**src/hdl/cbu_pkg.sv**
```systemverilog
// Package: constants and types for the conditional branch unit
package cbu_pkg;
    // ==========================================================
    // Widths
    localparam int CBU_PC_W = 16;
    localparam int CBU_K_W = 7;
    localparam int CBU_SREG_W = 8;
    // ==========================================================
    // Status flag positions
    localparam int CBU_C_POS = 0;
    localparam int CBU_Z_POS = 1;
    localparam int CBU_N_POS = 2;
    localparam int CBU_V_POS = 3;
    localparam int CBU_S_POS = 4;
    localparam int CBU_H_POS = 5;
    localparam int CBU_T_POS = 6;
    localparam int CBU_I_POS = 7;
    // ==========================================================
    // Reset values and PC increment constant
    localparam logic [15:0] CBU_PC_RST = 16'h0000;
    localparam logic [15:0] CBU_PC_ONE = 16'h0001;
    localparam logic [7:0] CBU_SREG_RST = 8'h00;
    // ==========================================================
    // Branch condition select codes
    typedef enum logic [3:0] {
        CBU_BR_SAME_OR_HIGHER = 4'h0,
        CBU_BR_LOWER = 4'h1,
        CBU_BR_NEGATIVE = 4'h2,
        CBU_BR_POSITIVE = 4'h3,
        CBU_BR_SIGNED_GE = 4'h4,
        CBU_BR_SIGNED_LT = 4'h5,
        CBU_BR_HALFCARRY_SET = 4'h6,
        CBU_BR_HALFCARRY_CLEAR = 4'h7,
        CBU_BR_TRANSFER_BIT_SET = 4'h8
    } cbu_cond_t;
    // ==========================================================
    // Execution states
    typedef enum logic [1:0] {
        CBU_ST_IDLE = 2'b01,
        CBU_ST_TAKEN = 2'b10
    } cbu_state_t;
endpackage

```
**src/hdl/cbu_cond_eval.sv**
```systemverilog
// Module: combinational branch condition evaluator
module cbu_cond_eval
    import cbu_pkg::*;
(
    input wire logic [3:0] condSel,
    input wire logic [CBU_SREG_W-1:0] sregIn,
    output logic condTrue,
    output logic condLegal
);
    logic flagC;
    logic flagN;
    logic flagV;
    logic flagH;
    logic flagT;

    assign flagC = sregIn[CBU_C_POS];
    assign flagN = sregIn[CBU_N_POS];
    assign flagV = sregIn[CBU_V_POS];
    assign flagH = sregIn[CBU_H_POS];
    assign flagT = sregIn[CBU_T_POS];

    always_comb begin
        condTrue = 1'b0;
        condLegal = 1'b1;
        case (condSel)
            CBU_BR_SAME_OR_HIGHER: condTrue = (flagC == 1'b0);
            CBU_BR_LOWER: condTrue = (flagC == 1'b1);
            CBU_BR_NEGATIVE: condTrue = (flagN == 1'b1);
            CBU_BR_POSITIVE: condTrue = (flagN == 1'b0);
            CBU_BR_SIGNED_GE: condTrue = ((flagN ^ flagV) == 1'b0);
            CBU_BR_SIGNED_LT: condTrue = ((flagN ^ flagV) == 1'b1);
            CBU_BR_HALFCARRY_SET: condTrue = (flagH == 1'b1);
            CBU_BR_HALFCARRY_CLEAR: condTrue = (flagH == 1'b0);
            CBU_BR_TRANSFER_BIT_SET: condTrue = (flagT == 1'b1);
            default: condLegal = 1'b0;
        endcase
    end
endmodule

```
**src/hdl/cbu_branch_unit.sv**
```systemverilog
// Module: conditional relative branch execution unit
//
// Overview of operation
// - Same-or-higher branches when carry is zero
// - Lower branches when carry is one
// - Negative branches on N one, positive on zero
// - Signed-ge branches when N xor V zero
// - Signed-lt branches when N xor V one
// - Half-carry-set branches when H is one
// - Half-carry-clear branches when H is zero
// - Transfer-bit-set branches when T is one
// - Taken branch loads PC plus k plus one
// - One cycle not taken, two cycles taken
// - Status flags never change
module cbu_branch_unit
    import cbu_pkg::*;
(
    input wire logic clk,
    input wire logic reset,
    input wire logic issueValid,
    input wire logic [3:0] condSel,
    input wire logic [CBU_K_W-1:0] offsetK,
    input wire logic [CBU_PC_W-1:0] pcIn,
    input wire logic [CBU_SREG_W-1:0] sregIn,
    output logic issueReady,
    output logic [CBU_PC_W-1:0] pcOut,
    output logic pcLoad,
    output logic [CBU_SREG_W-1:0] sregOut,
    output logic branchTaken,
    output logic illegalCond
);
    // ==========================================================
    // Condition evaluation
    logic condTrue;
    logic condLegal;

    cbu_cond_eval uEval (
        .condSel(condSel),
        .sregIn(sregIn),
        .condTrue(condTrue),
        .condLegal(condLegal)
    );

    // ==========================================================
    // Target computation
    logic [CBU_PC_W-1:0] offsetExt;
    logic [CBU_PC_W-1:0] seqPc;
    logic [CBU_PC_W-1:0] targetPc;

    assign offsetExt = {{(CBU_PC_W-CBU_K_W){offsetK[CBU_K_W-1]}}, offsetK};
    assign seqPc = pcIn + CBU_PC_ONE;
    assign targetPc = pcIn + offsetExt + CBU_PC_ONE;

    // ==========================================================
    // Sequencer
    cbu_state_t state_r;
    cbu_state_t state_nxt;
    logic [CBU_PC_W-1:0] pcOut_r;
    logic [CBU_PC_W-1:0] pcOut_nxt;
    logic pcLoad_r;
    logic pcLoad_nxt;
    logic taken_r;
    logic taken_nxt;
    logic illegal_r;
    logic illegal_nxt;
    logic [CBU_SREG_W-1:0] sregOut_r;
    logic [CBU_SREG_W-1:0] sregOut_nxt;
    logic accept;

    assign issueReady = (state_r == CBU_ST_IDLE);
    assign accept = issueValid && issueReady;

    always_comb begin
        state_nxt = state_r;
        pcOut_nxt = pcOut_r;
        pcLoad_nxt = 1'b0;
        taken_nxt = 1'b0;
        illegal_nxt = 1'b0;
        sregOut_nxt = sregIn;
        unique case (state_r)
            CBU_ST_IDLE: begin
                if (accept) begin
                    if (!condLegal) begin
                        illegal_nxt = 1'b1;
                        pcOut_nxt = seqPc;
                        pcLoad_nxt = 1'b1;
                    end else if (condTrue) begin
                        pcOut_nxt = targetPc;
                        state_nxt = CBU_ST_TAKEN;
                    end else begin
                        pcOut_nxt = seqPc;
                        pcLoad_nxt = 1'b1;
                    end
                end
            end
            CBU_ST_TAKEN: begin
                pcLoad_nxt = 1'b1;
                taken_nxt = 1'b1;
                state_nxt = CBU_ST_IDLE;
            end
            default: state_nxt = CBU_ST_IDLE;
        endcase
    end

    always_ff @(posedge clk or posedge reset) begin
        if (reset) begin
            state_r <= CBU_ST_IDLE;
            pcOut_r <= CBU_PC_RST;
            pcLoad_r <= 1'b0;
            taken_r <= 1'b0;
            illegal_r <= 1'b0;
            sregOut_r <= CBU_SREG_RST;
        end else begin
            state_r <= state_nxt;
            pcOut_r <= pcOut_nxt;
            pcLoad_r <= pcLoad_nxt;
            taken_r <= taken_nxt;
            illegal_r <= illegal_nxt;
            sregOut_r <= sregOut_nxt;
        end
    end

    assign pcOut = pcOut_r;
    assign pcLoad = pcLoad_r;
    assign branchTaken = taken_r;
    assign illegalCond = illegal_r;
    assign sregOut = sregOut_r;
endmodule

```
**config.mk**
```make
export PLATFORM = sky130hd
export DESIGN_NAME = cbu_branch_unit
export DESIGN_NICKNAME = d
export VERILOG_FILES = /design/src/hdl/cbu_pkg.sv /design/src/hdl/cbu_cond_eval.sv /design/src/hdl/cbu_branch_unit.sv
export SDC_FILE = /design/constraint.sdc
export NUM_CORES = 1
export LEC_CHECK = 0
export BUFFER_PORTS_ARGS = -buffer_cell sky130_fd_sc_hd__buf_2
export CAP_MARGIN = 20
export CORE_UTILIZATION = 48
export CTS_CLUSTER_DIAMETER = 200
export DETAILED_ROUTE_END_ITERATION = 12
export HOLD_SLACK_MARGIN = 0.05
export MAX_ROUTING_LAYER = met4
export PLACE_DENSITY = 0.81
export SYNTH_ARGS = -nofsm -noshare
export SYNTH_HDL_FRONTEND = slang
export SYNTH_SLANG_ARGS = --single-unit
```
**constraint.sdc**
```tcl
create_clock -name clk -period 2.26 [get_ports clk]
set_input_delay 0.226 -clock clk [delete_from_list [all_inputs] [get_ports clk]]
set_output_delay 0.226 -clock clk [all_outputs]
set_load 0.1 [all_outputs]
```
After elaboration in Yosys (flattened, before gate mapping)
Index checks and enable logic that the tools add are counted.
{"block": "classes", "eq_ne": 13, "addsub": 3, "muxes": 16, "bitwise_logic": 5, "n_reduce_logical": 5}
{"op": "$add A16 B1 Y16 const B", "count": 2}
{"op": "$mux W16", "count": 2}
{"op": "$add A16 B16 Y16", "count": 1}
{"op": "$eq A4 B3 Y1 const B", "count": 4}
{"op": "$pmux W1 S9", "count": 1}
{"op": "$reduce_or A9 Y1", "count": 1}
{"op": "$eq A4 B2 Y1 const B", "count": 2}
{"op": "$mux W1", "count": 8}
{"op": "$mux W2", "count": 4}
{"op": "$ne A2 B1 Y1 const B", "count": 3}
{"op": "$eq A4 B1 Y1 const B", "count": 1}
{"op": "$eq A4 B4 Y1 const B", "count": 1}
{"op": "$logic_not A4 Y1", "count": 1}
{"op": "$not A1 Y1", "count": 4}
{"op": "$reduce_and A3 Y1", "count": 1}
{"op": "$eq A2 B1 Y1 const B", "count": 1}
{"op": "$eq A2 B2 Y1 const B", "count": 1}
{"op": "$pmux W1 S2", "count": 1}
{"op": "$reduce_and A2 Y1", "count": 1}
{"op": "$logic_and A1 B1 Y1", "count": 1}
{"op": "$xor A1 B1 Y1", "count": 1}
{"block": "word_totals", "ff_bits": 29, "out_inout_bits": 28, "elab_cells": 48}

Longest topological paths before layout
{"block": "depth", "depth_word": 7, "depth_mapped": 9, "depth_no_buf": 9}

By module
Synthesis repeated with hierarchy kept, for this count alone.
{"block": "unflattened", "hier_cells": 248, "area_unflattened_um2": 2177.1}
{"mod": "cbu_branch_unit", "area_each_um2": 2073.2, "n_inst": 1, "cells_each": 236}
{"mod": "cbu_cond_eval", "area_each_um2": 103.8, "n_inst": 1, "cells_each": 12}

Worst setup path before layout
Ideal clock, no wire load.
{"block": "synth_path", "path_type": "flip-flop to flip-flop", "start": "reg state_r[0]", "end": "reg pcOut_r[12], in the netlist pcOut[12]", "required_time_ns": 2.136, "stages_incl_launch_ff": 6, "t_arrival_ns": 2.166, "period_less_slack_ns": 2.290, "path_buffers": 2, "setup_ns": 0.124, "slack_ns": -0.030, "path_cell_list": "dfstp_2 ha_1 nand2_1 buf_2 clkbuf_1 a211o_1"}
{"block": "synth_between", "elab_chain_cells": 3}
{"element": "start: declaration", "line_no": "cbu_branch_unit.sv:56", "rtl": "cbu_state_t state_r;"}
{"element": "start signal: assignment", "line_no": "cbu_branch_unit.sv:114", "rtl": "state_r <= state_nxt;"}
{"element": "$eq A2 B1 Y1 (*)", "line_no": "cbu_branch_unit.sv:70", "rtl": "assign issueReady = (state_r == CBU_ST_IDLE);"}
{"element": "via issueReady", "line_no": "cbu_branch_unit.sv:25", "rtl": "output logic issueReady,"}
{"element": "$logic_and A1 B1 Y1", "line_no": "cbu_branch_unit.sv:71", "rtl": "assign accept = issueValid && issueReady;"}
{"element": "$reduce_and A2 Y1 (no source line) (*)"}
{"element": "end signal: assignment", "line_no": "cbu_branch_unit.sv:115", "rtl": "pcOut_r <= pcOut_nxt;"}
{"element": "end: declaration", "line_no": "cbu_branch_unit.sv:58", "rtl": "logic [CBU_PC_W-1:0] pcOut_r;"}
Mark *: on every way through the listed nets, which the timed path passes. The rest lies on a longest branch.
A chain may end at the register's enable or synchronous reset.

Worst setup path in the final report
{"block": "layout_path", "start": "in pcIn[0]", "end": "reg pcOut_r[12], in the netlist pcOut[12]"}
{"block": "layout_between", "elab_chain_cells": 4, "word_cells_on_any_way": 5, "classes_between": "3 x add/sub; 2 x mux"}
{"element": "start: declaration", "line_no": "cbu_branch_unit.sv:23", "rtl": "input wire logic [CBU_PC_W-1:0] pcIn,"}
{"element": "$add A16 B16 Y16", "line_no": "cbu_branch_unit.sv:52", "rtl": "assign targetPc = pcIn + offsetExt + CBU_PC_ONE;"}
{"element": "$add A16 B1 Y16", "line_no": "cbu_branch_unit.sv:52"}
{"element": "$mux W16", "line_no": "cbu_branch_unit.sv:87", "rtl": "end else if (condTrue) begin"}
{"element": "$mux W16 (*)", "line_no": "cbu_branch_unit.sv:83", "rtl": "if (!condLegal) begin"}
Mark *: on every way between the ends. The rest lies on a longest branch, timed or not.

==> results.py <==
metrics = {
    "sta": {
        "finalHoldViolations": 0,
        "max_slew_margin_pct": 61.7,
        "max_freq_mhz": 496,
        "setup_viol": 0,
        "period_minus_slack_ns": 2.02,
        "worst_slack_ns": 0.243,
        "period_share_pct": 89.3,
        "worstMarginPinSlew_ns": 0.575,
        "rsz0062_at_grt": "no",
        "slew_violations": 0,
        "finClkSkew_ns": 0.00888,
    },
    "logic_synthesis": {
        "syn_nets": 328,
        "syn_area_per_cell_um2": 8.49,
        "async_flop_share_pct": 100,
        "synth_edf_count": 0,
        "yosysWarnings": 0,
        "synthFlopType": "dfrtp_1",
        "yosysUniqueCellTypes": 54,
        "ys_seq_area_share_pct": 31.6,
        "ys_seq_elements": 29,
        "syn-cell-area_mm2": 0.00230,
        "synthCells": 271,
    },
    "critical_path": {
        "crit_path_end_kind": "flop",
        "critPathLaunchType": "primary input",
        "critical_path_buf_inv_count": 2,
        "critPathSlowestCell": "fa_1",
        "crit_required_ns": 2.42,
        "worst_path_most_repeated_cell": "o31ai_1",
        "rr_startpoint": "state_r[0]",
        "path_cells": "buf_2 -> inv_1 -> ha_1 -> fa_1 -> nor2b_1 -> o31ai_1 -> a21o_1 -> o31ai_1 -> mux2i_1 -> a211o_1",
        "crit_type": "in -> reg",
        "cp_top_family": "compound AO/OA/AOI/OAI gates",
        "crit_arrival_ns": 2.18,
        "cp-startpoint": "pcIn[0]",
        "crit_path_max_fanout": 4,
        "slowest_delay_ns": 0.42,
    },
    "floorplanning": {
        "top_level_ports": 66,
        "initial_core_util_pct": 51.4,
        "rows": 24,
        "fp.dieW_um": 71.2,
        "die_height_um": 71.2,
        "coreArea_mm2": 0.00447,
        "design.die.area_mm2": 0.00507,
    },
    "grt": {
        "overflow": 0,
        "grtUsageMet3_pct": 3.52,
        "met1_usage_pct": 33.3,
        "grt_busiest_layer": "met2",
        "grt_pass1_vias": 2129,
        "grtUsageTotal_pct": 24.5,
        "antenna_found_initial": 0,
        "grt_pass1_wl_mm": 9.69,
        "grt_max_degree": 17,
        "global_route.usage.met2_pct": 39.4,
    },
    "final_layout": {
        "drive_above_1_share_pct": 27.7,
        "nets": 410,
        "fillerInstances": 395,
        "diodes": 0,
        "area_delta_synth_final_pct": 25.6,
    },
    "route": {
        "drtPass1Iterations": 8,
        "drt_iter0_markers": 109,
        "drt_wl_total_mm": 5.76,
        "ant_nets": 0,
        "drc": 8,
        "num_vias": 2293,
        "avgRoutedWirePerCell_um": 14.2,
        "routed_via_density": 5.65,
    },
    "power": {
        "p_comb_share_pct": 64.0,
        "p_clk_share_pct": 13.4,
        "total_power_mw": 3.48,
        "power.leakage_nw": 1.39,
        "cellPowerDensity_mw_per_mm2": 1200,
        "ir_worst_vdd_mv": 0.755,
        "power_frac_seq_pct": 22.7,
        "p_switching_mw": 2.06,
        "p_int_mw": 1.42,
        "swShare_pct": 59.2,
    },
    "cts": {
        "clk_path_buf_depth": 2,
        "path_clk_slew_ns": 0.06,
        "clock-root-buffer": "clkbuf_8",
        "postCtsSetupBuffers": 0,
        "cts_tree": "built",
        "htree_levels": 2,
        "cts.repair.resized": 0,
        "numCtsBuffers": 5,
        "cts.sinks": 29,
        "clock_latency_ns": 0.28,
    },
    "placed_design": {
        "place_ws_ns": -0.0323,
        "place.gp.congestion": 0.951,
        "place.port_buffers": 65,
        "dp_hpwl_mm": 4.64,
    },
    "outcome": {
        "violations": "design-rule violations",
        "status": "finished, violations left",
    },
    "worst_hold_path": {
        "min-delay-start": "sregIn[7]",
        "min-delay-path-class": "in -> reg",
    },
    "flow_run": {
        "maxCapViolCount": 0,
    },
}
worst paths after layout:
path                                    to  slack [ns]  cells past startpoint
worst max-delay path             pcOut[12]        0.24                     10
worst min-delay path            sregOut[7]        0.06                      1
worst max register to register   pcOut[14]        0.47                      5
worst min register to register    pcOut[3]        0.49                      2
max in group asynchronous       state_r[0]        1.03                      4
min in group asynchronous         pcOut[2]        0.53                      3
flip-flops by register name, indices dropped and copies added, names as in the netlist:
register     count
pcOut           16
sregOut          8
state_r          2
branchTaken      1
illegalCond      1
pcLoad           1
cell type report:
| type | count | area [um2] | share of cell area (%) |
|---|---|---|---|
| inverters | 10 | 37.5 | 1.30 |
| clock inverters | 1 | 5.00 | 0.173 |
| clock buffers | 7 | 96.3 | 3.33 |
| well taps | 52 | 65.1 | 2.25 |
| multi-input cells | 224 | 1490 | 51.7 |
| repair buffers | 83 | 465 | 16.1 |
| flip-flops and latches | 29 | 727 | 25.2 |
kinds of logic after synthesis:
group	after synthesis	share of synthesized area [%]
xor gates and xnor gates	22	8.37
AOI/OAI and AO/OA	78	21.2
and+or+nand+nor	102	23.2
muxes	3	1.36
adders and majority gates	19	10.7
buffers and inverters	18	3.64
DFF	29	31.6
routing by layer:
metal  wire (um)  part of all wire [%]
met3         394                   6.8
met5           0                     0
met2        2670                    46
met4          42                  0.73
met1        2650                    46
synthesized netlist by cell type (all sizes together) (2+ instances only):
| cell | number | area, um2 |
|---|---|---|
| nand4 | 3 | 18.8 |
| o21ai | 23 | 115 |
| nor2b | 4 | 25.0 |
| nor2 | 18 | 70.1 |
| and4 | 3 | 26.3 |
| xor2 | 7 | 61.3 |
| nand2b | 5 | 38.8 |
| dfrtp | 28 | 701 |
| o31a | 2 | 17.5 |
| a21oi | 24 | 120 |
| nand2 | 34 | 128 |
| xnor2 | 15 | 131 |
| buf | 3 | 27.5 |
| o211ai | 5 | 42.5 |
| ha | 18 | 225 |
| o31ai | 3 | 22.5 |
| o21a | 3 | 22.5 |
| and3 | 3 | 23.8 |
| nor3 | 7 | 35.0 |
| or3 | 2 | 12.5 |
| inv | 10 | 37.5 |
| nor4 | 7 | 58.8 |
| mux2i | 2 | 20.0 |
| clkbuf | 5 | 18.8 |
| a31oi | 5 | 31.3 |
| nand3 | 9 | 45.0 |
| and2 | 2 | 12.5 |
| a21o | 3 | 22.5 |
placed cells by master (no fill, tap or decap), types with 3 or more instances in the layout:
cell type  netlist  final
xnor2_1         15     15
nand2_1         34     34
nand4_1          3      3
o21a_1           3      3
o21ai_1          6      6
nor4_1           6      6
o21ai_0         17     17
nand3_1          9      9
o31ai_1          3      3
a21o_1           3      3
a31oi_1          5      5
o211ai_1         4      4
nor2_1          17     17
nor2b_1          4      4
nor3_1           7      7
buf_4            0     16
xor2_1           7      7
nand2b_1         4      4
buf_2            1     65
inv_1           10     10
and4_1           3      3
dfrtp_1         28     28
clkbuf_8         0      7
a21oi_1         24     24
ha_1            18     17
what timing repair did:
action	4_1_cts	5_1_grt
hold buffers	2	0
hold endpoints to repair	15	0
setup endpoints to repair	0	0
power by group through the flow:
stage,logic (mW),clock network [mW],registers [mW]
global placement,2.20,0,0.794
detailed placement,2.22,0,0.798
finish,2.22,0.465,0.789
CTS,2.23,0.473,0.789
global route,2.34,0.493,0.812
floorplan,0.653,0,1.96
per-stage QoR:
stage	hold WS [ns]	utilization (%)	instances	TNS (ns)	instance area, um2
2_1_floorplan	0.257	-	271	0	2300
3_3_place_gp	0.302	61.9	396	0	2770
3_5_place_dp	0.304	61.9	396	-0.0323	2770
4_1_cts	0.0502	64.6	406	0	2890
5_1_grt	0.0525	64.6	406	0	2890
6_report	0.0567	64.6	406	0	2890
worst reg2reg max path: stages, from the launching register on:
cell and delay, ns:
dfstp_2 0.53, ha_2 0.21, and2_0 0.50, nand2_1 0.09
or3_1 0.32, nand3_1 0.08
Power figures use the tool's default switching activity.
